**src/verilog/bccr_pkg.sv**
```systemverilog
package bccr_pkg;
  // ==========================================================
  // Command codes selecting a register on the command port
  // ==========================================================
  localparam logic [4:0] CMD_ALARM_SW      = 5'h00;
  localparam logic [4:0] CMD_COARSE_HI_CH1 = 5'h01;
  localparam logic [4:0] CMD_COARSE_HI_CH2 = 5'h02;
  localparam logic [4:0] CMD_COARSE_LO_CH1 = 5'h03;
  localparam logic [4:0] CMD_COARSE_LO_CH2 = 5'h04;
  localparam logic [4:0] CMD_FINE_CAL_CH1  = 5'h05;
  localparam logic [4:0] CMD_FINE_CAL_CH2  = 5'h06;
  localparam logic [4:0] CMD_AMP_CAL       = 5'h07;
  localparam logic [4:0] CMD_FINE_BUF_CH1  = 5'h08;
  localparam logic [4:0] CMD_FINE_BUF_CH2  = 5'h09;
  localparam logic [4:0] CMD_FINE_DIR_CH1  = 5'h0a;
  localparam logic [4:0] CMD_FINE_DIR_CH2  = 5'h0b;
  localparam logic [4:0] CMD_ALARM_HW      = 5'h0c;
  localparam logic [4:0] CMD_ADC_SCAN      = 5'h0d;
  localparam logic [4:0] CMD_DAC_LOAD      = 5'h0e;
  localparam logic [4:0] CMD_FINE_RB_CH1   = 5'h0f;
  localparam logic [4:0] CMD_FINE_RB_CH2   = 5'h10;

  // ==========================================================
  // Field layout
  // ==========================================================
  localparam int FINE_W          = 10;  // Fine code width, low bits
  localparam int COARSE_W        = 8;   // Coarse code width, low bits
  localparam int CAL_REQ_BIT     = 15;  // Coarse calibration request
  localparam int THR_RESTORE_BIT = 11;  // Threshold restore (action)
  localparam int ALARM_SW_W      = 11;  // Stored bits 10..0
  localparam int CMP_SEL_BIT     = 10;
  localparam int HYST_MSB        = 9;
  localparam int HYST_LSB        = 8;
  localparam int HW_CFG_W        = 8;
  localparam int FORCE_CH1_BIT   = 7;
  localparam int FORCE_CH2_BIT   = 6;
  localparam int ALARM_POL_BIT   = 5;
  localparam int ALARM_OD_BIT    = 4;
  localparam int PROT1_POL_BIT   = 3;
  localparam int PROT1_OD_BIT    = 2;
  localparam int PROT2_POL_BIT   = 1;
  localparam int PROT2_OD_BIT    = 0;
  localparam int SCAN_W          = 8;
  localparam int CONT_BIT        = 7;   // Select bits are 6..0
  localparam int NUM_SEL         = 7;
  localparam int AMP_CAL_W       = 3;   // Tracking, trigger, periodic
  localparam int AMP_TRACK_BIT   = 2;
  localparam int AMP_TRIG_BIT    = 1;
  localparam int AMP_PERIOD_BIT  = 0;
  // Load register bits: fine/high/low for ch2 then ch1
  localparam int LD_FINE_CH2     = 5;
  localparam int LD_HIGH_CH2     = 4;
  localparam int LD_LOW_CH2      = 3;
  localparam int LD_FINE_CH1     = 2;
  localparam int LD_HIGH_CH1     = 1;
  localparam int LD_LOW_CH1      = 0;
  localparam int LOAD_W          = 6;

  // ==========================================================
  // Reset values
  // ==========================================================
  localparam logic [15:0] COARSE_RST = 16'h8000;  // Request set, code 0
  localparam logic [15:0] ZERO_RST   = 16'h0000;
endpackage
```
**src/verilog/bccr_config_regs.sv**
```systemverilog
`timescale 1ns/10ps
// Notes on behaviour
// Buffered fine write neither calibrates nor updates output
// Fine writes drop data bits 15 to 10
// Fine input registers reset to zero
// Fine read-back returns latest raw write
// Direct fine write copies to output immediately
// Bit 11 restores thresholds to power-on values
// Bit 10 picks comparator or interrupt alarm
// Two-bit hysteresis code: 8,16,32,64 LSBs
// Enable bits gate measurements onto alarm outputs
// Mode bits pick window or hysteresis thresholds
// High coarse: request bit 15, code 7..0
// Low coarse: request bit 15, code 7..0
// Force bit drives protection output active
// Polarity bit 1 makes output active-low
// Drive bit 1 selects open-drain, else push-pull
// Host writes reserved scan bits as zero
// Continuous bit repeats scans, else one scan
// Seven select bits each add one input
// No busy indication during continuous scanning
// Clearing continuous finishes the whole scan
// Host must drain results fast enough
// Continuous scanning only in clock modes 00, 01
// Continuous bit 7, selects 6..0, reset zero
// Load bits act once then clear themselves
module bccr_config_regs (
  // Clock and reset
  input  wire logic        i_core_clk,
  input  wire logic        i_rst,
  // Command port from the serial front end
  input  wire logic        i_wr_en,
  input  wire logic        i_rd_en,
  input  wire logic [4:0]  i_cmd,
  input  wire logic [15:0] i_wr_data,
  output logic [15:0]      o_rd_data,
  output logic             o_rd_valid,
  // DAC side
  output logic [1:0][9:0]  o_fine_dac,
  output logic [1:0]       o_fine_cal_start,
  output logic [1:0][7:0]  o_coarse_high,
  output logic [1:0][7:0]  o_coarse_low,
  output logic [1:0]       o_high_cal_start,
  output logic [1:0]       o_low_cal_start,
  // Alarm configuration towards the threshold logic
  output logic             o_threshold_restore,
  output logic             o_alarm_comparator_sel,
  output logic [6:0]       o_hysteresis_lsbs,
  output logic [3:0]       o_meas_alarm_en,
  output logic [3:0]       o_meas_window_mode,
  // Alarm evaluation in, pins out
  input  wire logic [1:0]  i_protect_eval,
  input  wire logic        i_alarm_eval,
  output logic [1:0]       o_protect_out,
  output logic [1:0]       o_protect_oe,
  output logic             o_alarm_out,
  output logic             o_alarm_oe,
  // ADC scan sequencer
  input  wire logic [1:0]  i_adc_clk_mode,
  input  wire logic        i_ext_conv_start,
  input  wire logic        i_conv_done,
  output logic             o_conv_start,
  output logic [2:0]       o_conv_sel,
  output logic             o_adc_busy,
  // Amplifier offset calibration control
  input  wire logic        i_amp_cal_done,
  output logic [2:0]       o_amp_cal_ctrl
);

  // ==========================================================
  // Types and helpers
  // ==========================================================
  typedef enum logic [1:0] {SC_IDLE, SC_REQ, SC_WAIT} bccr_scan_t;

  // Lowest selected input at or above start; bit 3 flags found
  function automatic logic [3:0] bccr_next_sel(input logic [6:0] mask, input logic [2:0] start);
    logic [3:0] res;
    res = 4'h0;
    for (int i = bccr_pkg::NUM_SEL - 1; i >= 0; i--) begin
      if (mask[i] && (3'(i) >= start)) begin
        res = {1'b1, 3'(i)};
      end
    end
    return res;
  endfunction

  // ==========================================================
  // Storage
  // ==========================================================
  logic [1:0][9:0]  fine_in_r;      // Latest raw fine write
  logic [1:0][9:0]  fine_out_r;     // Fine DAC output code
  logic [1:0]       fine_cal_r;     // Calibration start pulses
  logic [1:0][15:0] coarse_hi_r;    // High wiper inputs
  logic [1:0][15:0] coarse_lo_r;    // Low wiper inputs
  logic [1:0][7:0]  coarse_hi_out_r;
  logic [1:0][7:0]  coarse_lo_out_r;
  logic [1:0]       hi_cal_r;
  logic [1:0]       lo_cal_r;
  logic [5:0]       load_r;         // Self-clearing load bits
  logic [10:0]      alarm_sw_r;
  logic             restore_r;
  logic [7:0]       alarm_hw_r;
  logic [7:0]       scan_r;
  logic [2:0]       amp_cal_r;
  logic [15:0]      rd_data_r;
  logic             rd_valid_r;
  logic [1:0]       prot_out_r;
  logic [1:0]       prot_oe_r;
  logic             alarm_out_r;
  logic             alarm_oe_r;
  bccr_scan_t       scan_state_r;
  logic [2:0]       scan_idx_r;
  logic             conv_start_r;
  logic             busy_r;

  // Write strobes per register
  logic wr_buf1, wr_buf2, wr_dir1, wr_dir2, wr_cal1, wr_cal2, wr_scan;
  assign wr_buf1 = i_wr_en && (i_cmd == bccr_pkg::CMD_FINE_BUF_CH1);
  assign wr_buf2 = i_wr_en && (i_cmd == bccr_pkg::CMD_FINE_BUF_CH2);
  assign wr_dir1 = i_wr_en && (i_cmd == bccr_pkg::CMD_FINE_DIR_CH1);
  assign wr_dir2 = i_wr_en && (i_cmd == bccr_pkg::CMD_FINE_DIR_CH2);
  assign wr_cal1 = i_wr_en && (i_cmd == bccr_pkg::CMD_FINE_CAL_CH1);
  assign wr_cal2 = i_wr_en && (i_cmd == bccr_pkg::CMD_FINE_CAL_CH2);
  assign wr_scan = i_wr_en && (i_cmd == bccr_pkg::CMD_ADC_SCAN);

  logic [1:0] wr_fine_any;
  logic [1:0] wr_fine_dir;
  logic [1:0] wr_fine_cal;
  assign wr_fine_any = {wr_buf2 | wr_dir2 | wr_cal2, wr_buf1 | wr_dir1 | wr_cal1};
  assign wr_fine_dir = {wr_dir2, wr_dir1};
  assign wr_fine_cal = {wr_cal2, wr_cal1};

  logic [1:0] ld_fine, ld_high, ld_low;
  assign ld_fine = {load_r[bccr_pkg::LD_FINE_CH2], load_r[bccr_pkg::LD_FINE_CH1]};
  assign ld_high = {load_r[bccr_pkg::LD_HIGH_CH2], load_r[bccr_pkg::LD_HIGH_CH1]};
  assign ld_low  = {load_r[bccr_pkg::LD_LOW_CH2], load_r[bccr_pkg::LD_LOW_CH1]};

  // ==========================================================
  // Fine DAC registers
  // ==========================================================
  // Input, output and cal pulse per channel
  always_ff @(posedge i_core_clk) begin
    if (i_rst) begin
      fine_in_r  <= '0;
      fine_out_r <= '0;
      fine_cal_r <= '0;
    end else begin
      for (int c = 0; c < 2; c++) begin
        // Any fine write lands in the raw copy
        if (wr_fine_any[c]) begin
          fine_in_r[c] <= i_wr_data[bccr_pkg::FINE_W-1:0];
        end
        // Direct write beats a load: it is newer
        if (wr_fine_dir[c]) begin
          fine_out_r[c] <= i_wr_data[bccr_pkg::FINE_W-1:0];
        end else if (ld_fine[c]) begin
          fine_out_r[c] <= fine_in_r[c];
        end
        // Only the calibrated write calibrates
        fine_cal_r[c] <= wr_fine_cal[c];
      end
    end
  end

  // ==========================================================
  // Coarse wiper registers
  // ==========================================================
  // Keep request bit and code; bits 14..8 dropped
  always_ff @(posedge i_core_clk) begin
    if (i_rst) begin
      coarse_hi_r <= {2{bccr_pkg::COARSE_RST}};
      coarse_lo_r <= {2{bccr_pkg::COARSE_RST}};
    end else if (i_wr_en) begin
      for (int c = 0; c < 2; c++) begin
        if (i_cmd == (c == 0 ? bccr_pkg::CMD_COARSE_HI_CH1 : bccr_pkg::CMD_COARSE_HI_CH2)) begin
          coarse_hi_r[c] <= {i_wr_data[bccr_pkg::CAL_REQ_BIT], 7'h00,
                             i_wr_data[bccr_pkg::COARSE_W-1:0]};
        end
        if (i_cmd == (c == 0 ? bccr_pkg::CMD_COARSE_LO_CH1 : bccr_pkg::CMD_COARSE_LO_CH2)) begin
          coarse_lo_r[c] <= {i_wr_data[bccr_pkg::CAL_REQ_BIT], 7'h00,
                             i_wr_data[bccr_pkg::COARSE_W-1:0]};
        end
      end
    end
  end

  // Load moves the code, calibrates on request
  always_ff @(posedge i_core_clk) begin
    if (i_rst) begin
      coarse_hi_out_r <= '0;
      coarse_lo_out_r <= '0;
      hi_cal_r        <= '0;
      lo_cal_r        <= '0;
    end else begin
      for (int c = 0; c < 2; c++) begin
        if (ld_high[c]) begin
          coarse_hi_out_r[c] <= coarse_hi_r[c][bccr_pkg::COARSE_W-1:0];
        end
        if (ld_low[c]) begin
          coarse_lo_out_r[c] <= coarse_lo_r[c][bccr_pkg::COARSE_W-1:0];
        end
        hi_cal_r[c] <= ld_high[c] & coarse_hi_r[c][bccr_pkg::CAL_REQ_BIT];
        lo_cal_r[c] <= ld_low[c] & coarse_lo_r[c][bccr_pkg::CAL_REQ_BIT];
      end
    end
  end

  // ==========================================================
  // Software load register
  // ==========================================================
  // Written ones live one cycle
  always_ff @(posedge i_core_clk) begin
    if (i_rst) begin
      load_r <= '0;
    end else if (i_wr_en && (i_cmd == bccr_pkg::CMD_DAC_LOAD)) begin
      load_r <= i_wr_data[bccr_pkg::LOAD_W-1:0];
    end else begin
      load_r <= '0;
    end
  end

  // ==========================================================
  // Alarm configuration
  // ==========================================================
  // Restore bit is an action, not state
  always_ff @(posedge i_core_clk) begin
    if (i_rst) begin
      alarm_sw_r <= '0;
      restore_r  <= 1'b0;
    end else begin
      restore_r <= 1'b0;
      if (i_wr_en && (i_cmd == bccr_pkg::CMD_ALARM_SW)) begin
        alarm_sw_r <= i_wr_data[bccr_pkg::ALARM_SW_W-1:0];
        restore_r  <= i_wr_data[bccr_pkg::THR_RESTORE_BIT];
      end
    end
  end

  // Hardware alarm configuration
  always_ff @(posedge i_core_clk) begin
    if (i_rst) begin
      alarm_hw_r <= '0;
    end else if (i_wr_en && (i_cmd == bccr_pkg::CMD_ALARM_HW)) begin
      alarm_hw_r <= i_wr_data[bccr_pkg::HW_CFG_W-1:0];
    end
  end

  // Pin stages: level, polarity, drive type
  always_ff @(posedge i_core_clk) begin
    if (i_rst) begin
      prot_out_r  <= '0;
      prot_oe_r   <= '0;
      alarm_out_r <= 1'b0;
      alarm_oe_r  <= 1'b0;
    end else begin
      for (int c = 0; c < 2; c++) begin
        logic act;
        logic lvl;
        logic od;
        act = i_protect_eval[c] | alarm_hw_r[c == 0 ? bccr_pkg::FORCE_CH1_BIT : bccr_pkg::FORCE_CH2_BIT];
        lvl = act ^ alarm_hw_r[c == 0 ? bccr_pkg::PROT1_POL_BIT : bccr_pkg::PROT2_POL_BIT];
        od  = alarm_hw_r[c == 0 ? bccr_pkg::PROT1_OD_BIT : bccr_pkg::PROT2_OD_BIT];
        // Open drain pulls low only, floats for high
        prot_out_r[c] <= od ? 1'b0 : lvl;
        prot_oe_r[c]  <= od ? ~lvl : 1'b1;
      end
      alarm_out_r <= alarm_hw_r[bccr_pkg::ALARM_OD_BIT] ? 1'b0
                   : (i_alarm_eval ^ alarm_hw_r[bccr_pkg::ALARM_POL_BIT]);
      alarm_oe_r  <= alarm_hw_r[bccr_pkg::ALARM_OD_BIT]
                   ? ~(i_alarm_eval ^ alarm_hw_r[bccr_pkg::ALARM_POL_BIT]) : 1'b1;
    end
  end

  // ==========================================================
  // Amplifier calibration control
  // ==========================================================
  // Done clears trigger; a new write wins
  always_ff @(posedge i_core_clk) begin
    if (i_rst) begin
      amp_cal_r <= '0;
    end else if (i_wr_en && (i_cmd == bccr_pkg::CMD_AMP_CAL)) begin
      amp_cal_r <= i_wr_data[bccr_pkg::AMP_CAL_W-1:0];
    end else if (i_amp_cal_done) begin
      amp_cal_r[bccr_pkg::AMP_TRIG_BIT] <= 1'b0;
    end
  end

  // ==========================================================
  // ADC scan control and sequencer
  // ==========================================================
  // Bits 15..8 are not stored
  always_ff @(posedge i_core_clk) begin
    if (i_rst) begin
      scan_r <= '0;
    end else if (wr_scan) begin
      scan_r <= i_wr_data[bccr_pkg::SCAN_W-1:0];
    end
  end

  logic [6:0] sel_mask;
  logic       cont_ok;
  logic       scan_go;
  // A scan write starts from the new mask, not the stale one
  assign sel_mask = wr_scan ? i_wr_data[bccr_pkg::NUM_SEL-1:0] : scan_r[bccr_pkg::NUM_SEL-1:0];
  // No continuous repeat in modes 10 and 11
  assign cont_ok  = scan_r[bccr_pkg::CONT_BIT] & ~i_adc_clk_mode[1];
  // Mode 00 starts on a write, others while the external start input is high
  assign scan_go  = (i_adc_clk_mode == 2'h0) ? wr_scan : i_ext_conv_start;

  logic [3:0] first_sel;
  logic [3:0] after_sel;
  assign first_sel = bccr_next_sel(sel_mask, 3'h0);
  assign after_sel = (scan_idx_r == 3'h6) ? 4'h0 : bccr_next_sel(sel_mask, scan_idx_r + 3'h1);

  // Repeat is decided only at scan end, so a cleared
  // continuous bit lets the running scan finish
  always_ff @(posedge i_core_clk) begin
    if (i_rst) begin
      scan_state_r <= SC_IDLE;
      scan_idx_r   <= '0;
      conv_start_r <= 1'b0;
    end else begin
      conv_start_r <= 1'b0;
      unique case (scan_state_r)
        SC_IDLE: begin
          if (scan_go && first_sel[3]) begin
            scan_idx_r   <= first_sel[2:0];
            scan_state_r <= SC_REQ;
          end
        end
        SC_REQ: begin
          conv_start_r <= 1'b1;
          scan_state_r <= SC_WAIT;
        end
        SC_WAIT: begin
          if (i_conv_done) begin
            if (after_sel[3]) begin
              scan_idx_r   <= after_sel[2:0];
              scan_state_r <= SC_REQ;
            end else if (cont_ok && first_sel[3]) begin
              scan_idx_r   <= first_sel[2:0];
              scan_state_r <= SC_REQ;
            end else begin
              scan_state_r <= SC_IDLE;
            end
          end
        end
        default: scan_state_r <= SC_IDLE;
      endcase
    end
  end

  // Busy shows single scans only; the host must drain
  // the outside FIFO during continuous scans
  always_ff @(posedge i_core_clk) begin
    if (i_rst) begin
      busy_r <= 1'b0;
    end else begin
      busy_r <= (scan_state_r != SC_IDLE) && !cont_ok;
    end
  end

  // ==========================================================
  // Read path
  // ==========================================================
  // Write-only and unknown codes read zero
  always_ff @(posedge i_core_clk) begin
    if (i_rst) begin
      rd_data_r  <= '0;
      rd_valid_r <= 1'b0;
    end else begin
      rd_valid_r <= i_rd_en;
      if (i_rd_en) begin
        unique case (i_cmd)
          bccr_pkg::CMD_ALARM_SW:      rd_data_r <= {5'h00, alarm_sw_r};
          bccr_pkg::CMD_COARSE_HI_CH1: rd_data_r <= coarse_hi_r[0];
          bccr_pkg::CMD_COARSE_HI_CH2: rd_data_r <= coarse_hi_r[1];
          bccr_pkg::CMD_COARSE_LO_CH1: rd_data_r <= coarse_lo_r[0];
          bccr_pkg::CMD_COARSE_LO_CH2: rd_data_r <= coarse_lo_r[1];
          bccr_pkg::CMD_ALARM_HW:      rd_data_r <= {8'h00, alarm_hw_r};
          bccr_pkg::CMD_FINE_RB_CH1:   rd_data_r <= {6'h00, fine_in_r[0]};
          bccr_pkg::CMD_FINE_RB_CH2:   rd_data_r <= {6'h00, fine_in_r[1]};
          default:                     rd_data_r <= bccr_pkg::ZERO_RST;
        endcase
      end
    end
  end

  // ==========================================================
  // Output wiring from flops
  // ==========================================================
  assign o_rd_data              = rd_data_r;
  assign o_rd_valid             = rd_valid_r;
  assign o_fine_dac             = fine_out_r;
  assign o_fine_cal_start       = fine_cal_r;
  assign o_coarse_high          = coarse_hi_out_r;
  assign o_coarse_low           = coarse_lo_out_r;
  assign o_high_cal_start       = hi_cal_r;
  assign o_low_cal_start        = lo_cal_r;
  assign o_threshold_restore    = restore_r;
  assign o_alarm_comparator_sel = alarm_sw_r[bccr_pkg::CMP_SEL_BIT];
  // One-hot size: bit 3 = 8 LSBs up to bit 6 = 64
  assign o_hysteresis_lsbs      = 7'h08 << alarm_sw_r[bccr_pkg::HYST_MSB:bccr_pkg::HYST_LSB];
  assign o_meas_alarm_en        = {alarm_sw_r[7], alarm_sw_r[5], alarm_sw_r[3], alarm_sw_r[1]};
  assign o_meas_window_mode     = {alarm_sw_r[6], alarm_sw_r[4], alarm_sw_r[2], alarm_sw_r[0]};
  assign o_protect_out          = prot_out_r;
  assign o_protect_oe           = prot_oe_r;
  assign o_alarm_out            = alarm_out_r;
  assign o_alarm_oe             = alarm_oe_r;
  assign o_conv_start           = conv_start_r;
  assign o_conv_sel             = scan_idx_r;
  assign o_adc_busy             = busy_r;
  assign o_amp_cal_ctrl         = amp_cal_r;

endmodule

```
**config.mk**
```make
export PLATFORM = sky130hd
export DESIGN_NAME = bccr_config_regs
export DESIGN_NICKNAME = d
export VERILOG_FILES = /design/src/verilog/bccr_pkg.sv /design/src/verilog/bccr_config_regs.sv
export SDC_FILE = /design/constraint.sdc
export NUM_CORES = 1
export LEC_CHECK = 0
export BUFFER_PORTS_ARGS = -buffer_cell sky130_fd_sc_hd__buf_2
export CAP_MARGIN = 20
export CORE_MARGIN = 2
export CORE_UTILIZATION = 49
export CTS_CLUSTER_DIAMETER = 120
export DETAILED_ROUTE_END_ITERATION = 8
export PLACE_DENSITY = 0.79
export SYNTH_ARGS = -nofsm -noshare
export SYNTH_HDL_FRONTEND = slang
export SYNTH_SLANG_ARGS = --single-unit
```
**constraint.sdc**
```tcl
create_clock -name i_core_clk -period 2.8 [get_ports i_core_clk]
set_input_delay 0.42 -clock i_core_clk [delete_from_list [all_inputs] [get_ports i_core_clk]]
set_output_delay 0.42 -clock i_core_clk [all_outputs]
set_load 0.02 [all_outputs]
```
Yosys cells after proc, flatten, opt, wreduce, memory -nomap -nowiden
Index checks and enable logic that the tools add are counted.
{"block": "totals", "ff_bits": 181, "out_inout_bits": 106, "elab_cells": 163}
{"block": "op_classes", "n_eq_ne": 22, "n_bitwise": 20, "shift": 1, "muxes": 38, "addsub": 1, "reduce_logical": 41, "magnitude_cmp": 7}
{"operator": "$pmux W16 S8", "n": 1}
{"operator": "$mux W4", "n": 15}
{"operator": "$eq A5 B4 Y1 const B", "n": 8}
{"operator": "$mux W10", "n": 4}
{"operator": "$logic_and A1 B1 Y1", "n": 21}
{"operator": "$eq A5 B3 Y1 const B", "n": 4}
{"operator": "$mux W3", "n": 4}
{"operator": "$eq A5 B2 Y1 const B", "n": 2}
{"operator": "$reduce_and A2 Y1", "n": 5}
{"operator": "$reduce_bool A2 Y1", "n": 5}
{"operator": "$reduce_or A2 Y1", "n": 5}
{"operator": "$ge A3 B3 Y1 const A", "n": 3}
{"operator": "$mux W1", "n": 9}
{"operator": "$mux W7", "n": 1}
{"operator": "$shl A4 B2 Y7 const A", "n": 1}
{"operator": "$ge A1 B3 Y1 const A", "n": 2}
{"operator": "$ge A2 B3 Y1 const A", "n": 2}
{"operator": "$not A1 Y1", "n": 6}
{"operator": "$or A1 B1 Y1", "n": 6}
{"operator": "$pmux W2 S3", "n": 1}
{"operator": "$pmux W3 S2", "n": 1}
{"operator": "$and A1 B1 Y1", "n": 5}
{"operator": "$eq A5 B1 Y1 const B", "n": 1}
{"operator": "$eq A5 B5 Y1 const B", "n": 1}
{"operator": "other kinds (12)", "n": 17}

Longest topological paths before layout
Gate-level depths: netlist of the first run.
{"block": "logic_depth", "ltp_word": 15, "mapped_depth": 10}

Worst setup path before layout of the first run
No wires, ideal clock.
{"block": "synth_timing", "kind": "reg-to-reg", "from": "register scan_idx_r[0] (netlist: o_conv_sel[0])", "to": "register scan_idx_r[1] (netlist: o_conv_sel[1])", "path_slack_ns": 0.378, "synth_period_minus_slack_ns": 2.422, "arrival_ns": 2.289, "required_time_ns": 2.667, "setup_ns": 0.133, "path_stages_with_launch": 9, "path_cell_list": "dfxtp_1 inv_1 ha_1 or4_1 a211oi_4 a21boi_1 o21a_1 nor2_1 a311oi_2"}
{"block": "synth_via", "elab_chain_len": 14}
{"item": "from (decl)", "line_no": "bccr_config_regs.sv:112", "source": "logic [2:0] scan_idx_r;"}
{"item": "from (signal assigned)", "line_no": "bccr_config_regs.sv:327", "source": "scan_idx_r <= first_sel[2:0];"}
{"item": "from (signal assigned)", "line_no": "bccr_config_regs.sv:338", "source": "scan_idx_r <= after_sel[2:0];"}
{"item": "from (signal assigned)", "line_no": "bccr_config_regs.sv:341", "source": "scan_idx_r <= first_sel[2:0];"}
{"item": "$add A3 B1 Y3", "line_no": "bccr_config_regs.sv:313", "source": "assign after_sel = (scan_idx_r == 3'h6) ? 4'h0 : bccr_next_sel(sel_mask, scan_idx_r + 3'h1);"}
{"item": "$ge A3 B3 Y1", "line_no": "bccr_config_regs.sv:80", "source": "if (mask[i] && (3'(i) >= start)) begin"}
{"item": "$logic_and A1 B1 Y1", "line_no": "bccr_config_regs.sv:80"}
{"item": "$mux W4 (7 in a row)", "line_no": "bccr_config_regs.sv:80"}
{"item": "$mux W4 *", "line_no": "bccr_config_regs.sv:313"}
{"item": "$mux W3", "line_no": "bccr_config_regs.sv:337", "source": "if (after_sel[3]) begin"}
{"item": "$mux W3", "line_no": "bccr_config_regs.sv:336", "source": "if (i_conv_done) begin"}
{"item": "$pmux W3 S2", "line_no": "bccr_config_regs.sv:324", "source": "unique case (scan_state_r)"}
Mark *: on every way between the ends. The rest lies on a longest branch, timed or not. The select of a mux whose other input is x is not followed.
A chain may end at the register's enable or synchronous reset.

Final worst setup path of the first run
{"block": "layout_timing", "from": "register scan_idx_r[0] (netlist: o_conv_sel[0])", "to": "register scan_idx_r[2] (netlist: o_conv_sel[2])"}
The elaborated chain is that of the path after synthesis.

==> results of run 1 <==
==> sequential cells by signal, summed over array words and instances, names as in the netlist, 2 cells and up <==
register and flops:
o_fine_dac 20, o_high_cal_start 2, fine_in_r 20, alarm_sw_r 11
alarm_hw_r 8, o_protect_oe 2, o_coarse_high 16, o_amp_cal_ctrl 3
o_rd_data 12, scan_state_r 2, coarse_lo_r 18, load_r 6
scan_r 8, o_fine_cal_start 2, o_conv_sel 3, o_protect_out 2
o_coarse_low 16, coarse_hi_r 18, o_low_cal_start 2
==> cells in the mapped netlist, drive strengths merged (2+ instances only) <==
library cell | number | area (um2)
nor2b | 8 | 50.1
o21bai | 3 | 22.5
o22ai | 4 | 25.0
nand2b | 11 | 68.8
a211oi | 23 | 185
nand3b | 2 | 15.0
nand3 | 20 | 100
a21oi | 59 | 295
nor2 | 149 | 569
dfxtp | 177 | 3540
a22oi | 36 | 270
nand4 | 8 | 50.1
and3 | 4 | 25.0
nor3 | 5 | 30.0
or3 | 5 | 31.3
inv | 6 | 22.5
o21ai | 11 | 55.1
buf | 30 | 195
nor4 | 6 | 52.6
xnor2 | 4 | 35.0
ha | 4 | 50.1
clkbuf | 42 | 158
mux2i | 95 | 951
a211o | 3 | 26.3
and2 | 11 | 68.8
nand2 | 81 | 314
nor3b | 4 | 30.0
a222oi | 4 | 40.0
==> area by class of cell <==
| class | instances | area (um2) | area share (%) |
|---|---|---|---|
| Timing Repair Buffer | 145 | 783 | 8.90 |
| Tap cell | 188 | 235 | 2.67 |
| Clock inverter | 14 | 171 | 1.95 |
| Sequential cell | 177 | 3540 | 40.3 |
| Inverter | 6 | 22.5 | 0.256 |
| Clock buffer | 18 | 439 | 4.99 |
| Multi-Input combinational cell | 588 | 3610 | 41.0 |
==> power groups by stage <==
stage          combinational [mW]  clock [mW]  sequential, mW
2_1_floorplan               0.180           0            2.62
3_3_place_gp                0.278           0            2.62
3_5_place_dp                0.281           0            2.62
4_1_cts                     0.283        2.48            2.56
5_1_grt                     0.307        2.58            2.56
6_report                    0.289        2.46            2.56
==> worst max-delay path, delay by kind of cell, from the launching register on <==
kind	cells	cell delay, ns
AOI/OAI and AO/OA	5	0.88
adders and majority gates	1	0.37
buffers and inverters	1	0.08
DFF	1	0.50
and+or+nand+nor	1	0.56
==> through the flow <==
stage	setup WS (ns)	cell area [um2]
final	0.254	8800
after global routing	0.0840	8800
after CTS	0.276	8800
after detailed placement	0.271	8190
after global placement	0.270	8190
after floorplan	0.378	7530
==> path summary, 6_finish.rpt <==
kind	endpoint	slack, ns	depth (start not counted)
max	o_conv_sel[2]	0.25	8
min	alarm_sw_r[10]	0.22	3
max reg2reg	o_conv_sel[2]	0.25	8
min reg2reg	o_rd_data[9]	0.46	2
==> layer usage <==
metal	share of wire, %	routed length (um)	up-vias	track usage [%]
met5	0	0	-	0
met1	42	8990	3058	35.2
met4	2.9	615	0	11.5
li1	-	-	3106	-
met3	9.3	2000	45	5.80
met2	46	9940	329	41.5
==> cell families after synthesis <==
family	Yosys count	share of synthesized area (%)
AOI/OAI and AO/OA	156	13.9
other	1	0.0500
xor gates and xnor gates	4	0.467
and+or+nand+nor	321	19.8
adders and majority gates	4	0.667
DFF	177	47.2
muxes	96	12.9
buffers and inverters	78	5.00
==> summary.md, run 1 <==
| Metric | Value |
|---|---|
| DRC | `0` |
| Fillers | `between 1000 and 1500` |
| Worst-Margin Slew | `between 0.7 and 0.8 ns` |
| Final WL | `about 22000 um` |
| Unique masters post-synth | `60` |
| Mapped cell area | `~0.0075 mm2` |
| Finished Layout Cells | `1136` |
| FMAX | `393 MHz` |
| Most frequent cells in the layout | `177 x dfxtp_1, 145 x nor2_1, 127 x buf_2` |
| Final nets | `972` |
| Status | `completed` |
| Sequential power share | `between 40% and 50%` |
| Vias per cell | `roughly 5.8` |
| Hold Fails Final Rpt | `0` |
| Worst vdd rail ir drop | `between 400 and 500 uV` |
| Min-delay src | `i_wr_data[10]` |
| First-pass GRT wire length | `33300 um` |
| WHS | `between 0.2 and 0.25 ns` |
| CP max stage cell | `or4_1` |
| PostCTS Resize Cnt | `0` |
| Clock sinks | `~180` |
| Drt first pass iters | `5` |
| PD cells | `a little over 600 mW/mm2` |
| Fin util | `approximately 60%` |
| Final period utilization | `about 90%` |
| Number of I/O pins | `139` |
| Synth Flop Type | `dfxtp_1` |
| Initial core utilization | `49.7%` |
| Final setup violation count | `0` |
| Diodes inserted | `0` |
| CTS tree | `yes` |
| Vias in the first global route | `6180` |
| Clk slew on worst S/H paths | `0.07 ns` |
| Port-buffer cells | `128` |
| Critical-path cell list | `inv_1, ha_1, or4_1, a211oi_4, a21boi_1, o21a_1, o211ai_1, a21oi_1` |
| Req. time, crit path | `between 3 and 4 ns` |
| Setup repair after global routing missed its margin | `false` |
| Antenna-violating nets left | `0` |
| Avg WL per Cell | `19.0 um` |
| Post-Syn Area per Cell | `around 9 um2` |
| Layout area overhead | `17.3%` |
| Grt ovf | `0` |
| Cells after synthesis | `around 840` |
| Startpoint types | `flop` |
| 1st-iter DRT viols | `about 820` |
| Max Cap Viol | `0` |
| Die ar. | `roughly 0.016 mm2` |
| Placed insts | `~1100` |
| Power Total | `between 5 and 6 mW` |
| Internal | `3.99 mW` |
| Die width | `approximately 130 um` |
| Synth warn | `0` |
| Crit path time final | `2.55 ns` |
| Die height | `about 130 um` |
| Reg-to-Reg Start | `o_conv_sel[0]` |
| Fin Setup TNS | `0 ns` |
| CTS max path bufs | `2` |
| EDFF count, synth | `0` |
| Clock Latency Late Sink | `0.44 ns` |
| Synth async-reset ratio | `0%` |
| Min-delay worst type | `primary input to flop` |
| Slew Viols, Final | `0` |
| Sw frac | `roughly 25%` |
| Commonest non-fill, non-tap cell in the layout | `dfxtp_1` |
| H-Tree Depth | `4` |
| Worst Setup SP | `o_conv_sel[0]` |
| Clk pwr share | `46.3%` |
| Largest net degree at the start of global routing | `106` |
| CTS buffer count | `17` |
| Clock Skew | `around 0.011 ns` |
| Post-CTS Setup Inserts | `0` |
| Crit-path max FO | `10` |
| Worst path max stage delay | `around 0.56 ns` |
| Via Count | `~6500` |
| GRT Util Overall | `roughly a quarter` |
| Share of cells above drive strength 1 | `between 20% and 30%` |
| WS Path Type | `flop to flop` |
| Core Box Area | `~0.015 mm2` |
| Clk root buf | `clkbuf_16` |
| Flops & latches, synth | `between 150 and 200` |
| Initial antenna violation count | `0` |
| Sw Pwr | `1.31 mW` |
| Comb power frac | `about 5.4%` |
| Seq/Total Area, Yosys | `between 40% and 50%` |
| Detailed placer's ending HPWL | `between 10000 and 15000 um` |
| Final GP Congestion | `about 0.87` |
| Critical Path Sink Type | `flop` |
| Hold buffers post-CTS | `0` |
| Core Rows | `45` |
| LEAKAGE | `roughly 3.7 nW` |
| Rel. slew slack | `approximately half` |
| Arr. time, crit path | `2.83 ns` |
Note: power is estimated with default switching activity, not from simulation.
==> inputs of run 2 (changes only) <==
- BUFFER_PORTS_ARGS: -buffer_cell sky130_fd_sc_hd__buf_2 -> default
- DONT_BUFFER_PORTS: default -> 1
- PLACE_DENSITY: 0.79 -> default
==> summary.md, run 2 (synthesized netlist as in run 1, its figures left out) <==
| Metric | Value |
|---|---|
| R2R depth | `8 (unchanged)` |
| WL met1 | `8970 um (-0.19%)` |
| Die width | `128 um (unchanged)` |
| Fillers | `1330 (+1.1%)` |
| Sequential power share | `50.5% (+2.3 points)` |
| Multi-input logic area | `0.00361 mm2 (unchanged)` |
| Crit-path max FO | `6 (-4)` |
| Via Count | `5902 (-9.7%)` |
| Rel. slew slack | `46.1% (-3.8 points)` |
| Commonest non-fill, non-tap cell in the layout | `dfxtp_1` |
| Clock Latency Late Sink | `0.43 ns (about the same)` |
| Final Worst Setup Slack | `0.272 ns (+0.0183 ns)` |
| First-pass GRT wire length | `32200 um (-3.2%)` |
| Layout area overhead | `7.57%` |
| Min-delay src | `i_rst` |
| Metal2 WL | `9780 um (-1.6%)` |
| Worst vdd rail ir drop | `609 uV (+36%)` |
| Antenna-violating nets left | `0 (unchanged)` |
| Number of I/O pins | `139 (unchanged)` |
| DRC | `0 (unchanged)` |
| PD cells | `633 mW/mm2 (+4.9%)` |
| Avg WL per Cell | `21.0 um (+11%)` |
| Slew Viols, Final | `0 (unchanged)` |
| Die height | `128 um (unchanged)` |
| Fin util | `53.5% (-4.8 points)` |
| GRT Util Overall | `25.9% (-0.54 points)` |
| Diodes inserted | `0 (unchanged)` |
| FMAX | `396 MHz (+0.73%)` |
| Sw frac | `22.6% (-2.1 points)` |
| Power Total | `5.11 mW (-3.8%)` |
| Internal | `3.95 mW (-1.0%)` |
| Share of cells above drive strength 1 | `6.65% (-13 points)` |
| Top layer used by detailed routing | `met4` |
| Critical Path Sink Type | `flop` |
| Sw Pwr | `1.16 mW (-12%)` |
| Final GP Congestion | `0.834 (-4.6%)` |
| H-Tree Depth | `4 (unchanged)` |
| Startpoint types | `flop` |
| LEAKAGE | `2.95 nW (-19%)` |
| Reg-to-Reg Start | `o_conv_sel[1]` |
| Min-delay worst type | `primary input to flop` |
| Drt first pass iters | `5 (unchanged)` |
| Setup repair after global routing missed its margin | `false` |
| CTS tree | `yes` |
| Grt ovf | `0 (unchanged)` |
| Hold Fails Final Rpt | `0 (unchanged)` |
| Initial antenna violation count | `0 (unchanged)` |
| Max Cap Viol | `0 (unchanged)` |
| 1st-iter DRT viols | `696 (-15%)` |
| Vias per cell | `5.90 (+2.5%)` |
| PostCTS Resize Cnt | `0 (unchanged)` |
| Post-CTS Setup Inserts | `0 (unchanged)` |
| Req. time, crit path | `3.13 ns (+0.04 ns)` |
| Die ar. | `0.0163 mm2 (unchanged)` |
| Crit path time final | `2.53 ns (-0.0183 ns)` |
| Final period utilization | `90.3% (-0.65 points)` |
| Fin Setup TNS | `0 ns (unchanged)` |
| Reg2reg end | `o_conv_sel[0]` |
| CTS max path bufs | `2 (unchanged)` |
| Pre-CTS setup slack | `0.323 ns (+0.0520 ns)` |
| Port-buffer cells | `0 (-100%)` |
| Initial core utilization | `49.7% (unchanged)` |
| Clk slew on worst S/H paths | `0.07 ns (about the same)` |
| Final setup violation count | `0 (unchanged)` |
| Hold path cells | `1 (-2)` |
| Clock sinks | `177 (unchanged)` |
| Largest net degree at the start of global routing | `172 (+62%)` |
| Hold EP | `o_coarse_high[10]` |
| Met3 routed wirelength | `1840 um (-8.1%)` |
| WS Path Type | `flop to flop` |
| Clk pwr share | `46.9% (+0.6 points)` |
| FF/Latch Area | `0.00354 mm2 (unchanged)` |
| Detailed placer's ending HPWL | `14400 um (-0.80%)` |
| CTS buffer count | `17 (unchanged)` |
| Comb power frac | `2.6% (-2.8 points)` |
| Hold buffers post-CTS | `0 (unchanged)` |
| Most frequent cells in the layout | `177 x dfxtp_1, 145 x nor2_1, 95 x mux2i_1` |
| Final nets | `836 (-14%)` |
| Status | `completed` |
| Clk root buf | `clkbuf_16` |
| Arr. time, crit path | `2.85 ns (+0.02 ns)` |
| Core Rows | `45 (unchanged)` |
| Vias in the first global route | `5662 (-8.4%)` |
| Core Box Area | `0.0151 mm2 (unchanged)` |
| FF-to-FF setup slack | `0.27 ns (+0.02 ns)` |
| Clock Skew | `0.00748 ns (-0.00345 ns)` |
| Worst-Margin Slew | `0.806 ns (+0.0545 ns)` |
| Final WL | `21000 um (-2.5%)` |
[run 2: cell types whose count changed in the layout (fill, tap and decap cells not counted)]
cell / previous run / this run
buf_4: 17 / 9
clkbuf_1: 0 / 1
clkinv_4: 0 / 1
clkinv_8: 1 / 0
buf_2: 127 / 0
inv_8: 3 / 2
buf_12: 1 / 0
[run 2: metal layers]
metal  GRT usage [%]  vias to the layer above
met5               0                        -
met4            8.40                        0
met3            8.35                       36
met2            40.9                      249
met1            33.6                     2795
li1                -                     2822
[run 2: worst max path at each step]
| stage | start | endpoint | slack, ns | depth (start not counted) |
|---|---|---|---|---|
| 2_1_floorplan | o_conv_sel[0] | o_conv_sel[1] | 0.38 | 8 |
| 3_3_place_gp | o_conv_sel[1] | o_conv_sel[0] | 0.39 | 7 |
| 3_5_place_dp | o_conv_sel[1] | o_conv_sel[1] | 0.32 | 8 |
| 4_1_cts | o_conv_sel[1] | o_conv_sel[1] | 0.30 | 8 |
| 5_1_grt | o_conv_sel[1] | o_conv_sel[1] | 0.13 | 9 |
| 6_report | o_conv_sel[1] | o_conv_sel[0] | 0.27 | 8 |
[run 2: layout make-up]
type | instances | area share (%)
inverters | 6 | 0.279
multi-input cells | 588 | 44.7
clock inverters | 13 | 1.89
clock buffers | 19 | 5.49
well taps | 188 | 2.91
flip-flops and latches | 177 | 43.9
repair buffers | 9 | 0.837
[run 2: critical path: stages (launching register included)]
cell	delay (ns)
dfxtp_1	0.53
ha_1	0.28
xnor2_1	0.17
or4_1	0.54
a211oi_4	0.32
a21oi_1	0.16
and3b_1	0.19
o21ai_1	0.16
a21oi_1	0.08
[run 2: power by group through the flow]
stage | Sequential [mW] | Combinational [mW] | Clock, mW
2_1_floorplan | 2.62 | 0.180 | 0
3_3_place_gp | 2.64 | 0.127 | 0
3_5_place_dp | 2.64 | 0.131 | 0
4_1_cts | 2.58 | 0.132 | 2.44
5_1_grt | 2.58 | 0.146 | 2.55
6_report | 2.58 | 0.133 | 2.39
[run 2: per-stage QoR]
step,instances,instance area [um2],hold slack (ns)
2_1_floorplan,843,7530,0.432
3_3_place_gp,968,7480,0.457
3_5_place_dp,968,7480,0.462
4_1_cts,1000,8070,0.0456
5_1_grt,1000,8070,0.0336
6_report,1000,8070,0.0559
==> inputs of run 3 (changes only) <==
- clock period: 2.8 -> 3.3 ns (I/O delays scaled with it)
==> summary.md, run 3 (synthesized netlist as in run 1, its figures left out) <==
| Metric | Value |
|---|---|
| Initial core utilization | `49.7% (unchanged)` |
| Die ar. | `0.0163 mm2 (unchanged)` |
| CTS buffer count | `17 (unchanged)` |
| Placed insts | `964 (-0.41%)` |
| Post-CTS Setup Inserts | `0 (unchanged)` |
| LEAKAGE | `2.95 nW (-0.15%)` |
| Avg WL per Cell | `21.4 um (+1.8%)` |
| Commonest non-fill, non-tap cell in the layout | `dfxtp_1` |
| CP max stage cell | `dfxtp_1` |
| Max Cap Viol | `0 (unchanged)` |
| Finished Cell Area | `0.00807 mm2 (about the same)` |
| FMAX | `373 MHz (-5.6%)` |
| Vias in the first global route | `5681 (+0.34%)` |
| Slew Viols, Final | `0 (unchanged)` |
| Arr. time, crit path | `2.98 ns (+0.13 ns)` |
| Status | `completed` |
| Die height | `128 um (unchanged)` |
| Antenna-violating nets left | `0 (unchanged)` |
| Detailed placer's ending HPWL | `14700 um (+2.1%)` |
| Crit path time final | `2.68 ns (+0.150 ns)` |
| Via Count | `5912 (+0.17%)` |
| Final WL | `21300 um (+1.4%)` |
| Core Rows | `45 (unchanged)` |
| Final GP Congestion | `0.858 (+2.9%)` |
| Largest net degree at the start of global routing | `172 (unchanged)` |
| Clk root buf | `clkbuf_16` |
| Port-buffer cells | `0 (unchanged)` |
| Vias per cell | `5.94 (+0.57%)` |
| Critical-path cell list | `inv_1, ha_1, or4_1, a211oi_4, a21boi_1, o21a_1, nor2_1, a311oi_2` |
| Clk slew on worst S/H paths | `0.07 ns (about the same)` |
| GRT Util Overall | `26.4% (+0.52 points)` |
| PD cells | `546 mW/mm2 (-14%)` |
| Hold buffers post-CTS | `0 (unchanged)` |
| Multi-input logic area | `0.00361 mm2 (unchanged)` |
| Rel. slew slack | `44.2% (-1.9 points)` |
| Worst path max stage delay | `0.61 ns (+0.07 ns)` |
| Initial antenna violation count | `0 (unchanged)` |
| WS Path Type | `flop to flop` |
| Startpoint types | `flop` |
| Fin Setup TNS | `0 ns (unchanged)` |
| Number of I/O pins | `139 (unchanged)` |
| Share of cells above drive strength 1 | `6.19% (-0.46 points)` |
| Req. time, crit path | `3.60 ns (+0.47 ns)` |
| H-Tree Depth | `4 (unchanged)` |
| Diodes inserted | `0 (unchanged)` |
| Post-placement cell area | `0.00745 mm2 (-0.40%)` |
| Crit-path max FO | `10 (+4)` |
| Hold Fails Final Rpt | `0 (unchanged)` |
| Final nets | `832 (-0.48%)` |
| PostCTS Resize Cnt | `0 (unchanged)` |
| Clock Latency Late Sink | `0.43 ns (about the same)` |
| Final period utilization | `81.2% (-9.1 points)` |
| FF/Latch Area | `0.00354 mm2 (unchanged)` |
| Most frequent cells in the layout | `177 x dfxtp_1, 145 x nor2_1, 95 x mux2i_1` |
| Layout area overhead | `7.54% (about the same)` |
| Fillers | `1440 (+8.3%)` |
| Grt ovf | `0 (unchanged)` |
| Die width | `128 um (unchanged)` |
| Critical Path Sink Type | `flop` |
| Setup repair after global routing missed its margin | `false` |
| Clock Skew | `0.00512 ns (-0.00236 ns)` |
| Drt first pass iters | `6 (+1)` |
| First-pass GRT wire length | `32800 um (+1.8%)` |
| WHS | `0.134 ns (+0.0780 ns)` |
| DRC | `0 (unchanged)` |
| Final setup violation count | `0 (unchanged)` |
| Min-delay worst type | `primary input to flop` |
| Core Box Area | `0.0151 mm2 (unchanged)` |
| Worst vdd rail ir drop | `335 uV (-45%)` |
| 1st-iter DRT viols | `568 (-18%)` |
| Clock sinks | `177 (unchanged)` |
| Power Total | `4.40 mW (-14%)` |
| CTS tree | `yes` |
| Finished Layout Cells | `996 (-0.40%)` |
| CTS max path bufs | `2 (unchanged)` |
| Worst-Margin Slew | `0.834 ns (+0.0283 ns)` |
-- run 3: stage by stage --
stage          setup WS [ns]  util [%]
2_1_floorplan          0.878         -
3_3_place_gp           0.661      49.3
3_5_place_dp           0.633      49.3
4_1_cts                0.620      53.5
5_1_grt                0.416      53.5
6_report               0.622      53.5
-- run 3: layer usage --
metal  wire length, um  vias to the layer above  global-route usage [%]
met5                 0                        -                       0
met4               329                        0                    8.27
met3              1670                       17                    7.47
met2             10100                      198                    41.6
met1              9220                     2875                    35.3
li1                  -                     2822                       -
-- run 3: final timing paths --
check	depth (start not counted)	slack, ns	startpoint	to
setup reg to reg	8	0.62	o_conv_sel[0]	o_conv_sel[1]
setup / recovery	8	0.62	o_conv_sel[0]	o_conv_sel[1]
hold reg to reg	2	0.48	coarse_hi_r[15]	o_high_cal_start[0]
hold / removal	1	0.13	i_rst	coarse_hi_r[19]
-- run 3: worst max-delay path: cells and delay by family, from the launching register on --
kind,cells,cell delay [ns]
AND/OR/NAND/NOR,2,0.71
flip-flops,1,0.61
AO/OA/AOI/OAI,4,0.76
buffers and inverters,1,0.10
adder cells (fa/ha/maj),1,0.38
-- run 3: final cells by class --
cell class | instances | share of cell area, %
multi-input combinational | 588 | 44.7
sequential | 177 | 43.9
clock buffer | 19 | 5.49
tap | 188 | 2.92
clock inverter | 13 | 2.23
timing repair buffer | 5 | 0.465
inverter | 6 | 0.279
-- run 3: power by group --
group          switching (mW)  total (mW)  internal (mW)
Combinational          0.0684       0.112         0.0438
Clock                   0.874        2.10           1.23
Sequential             0.0326        2.19           2.16
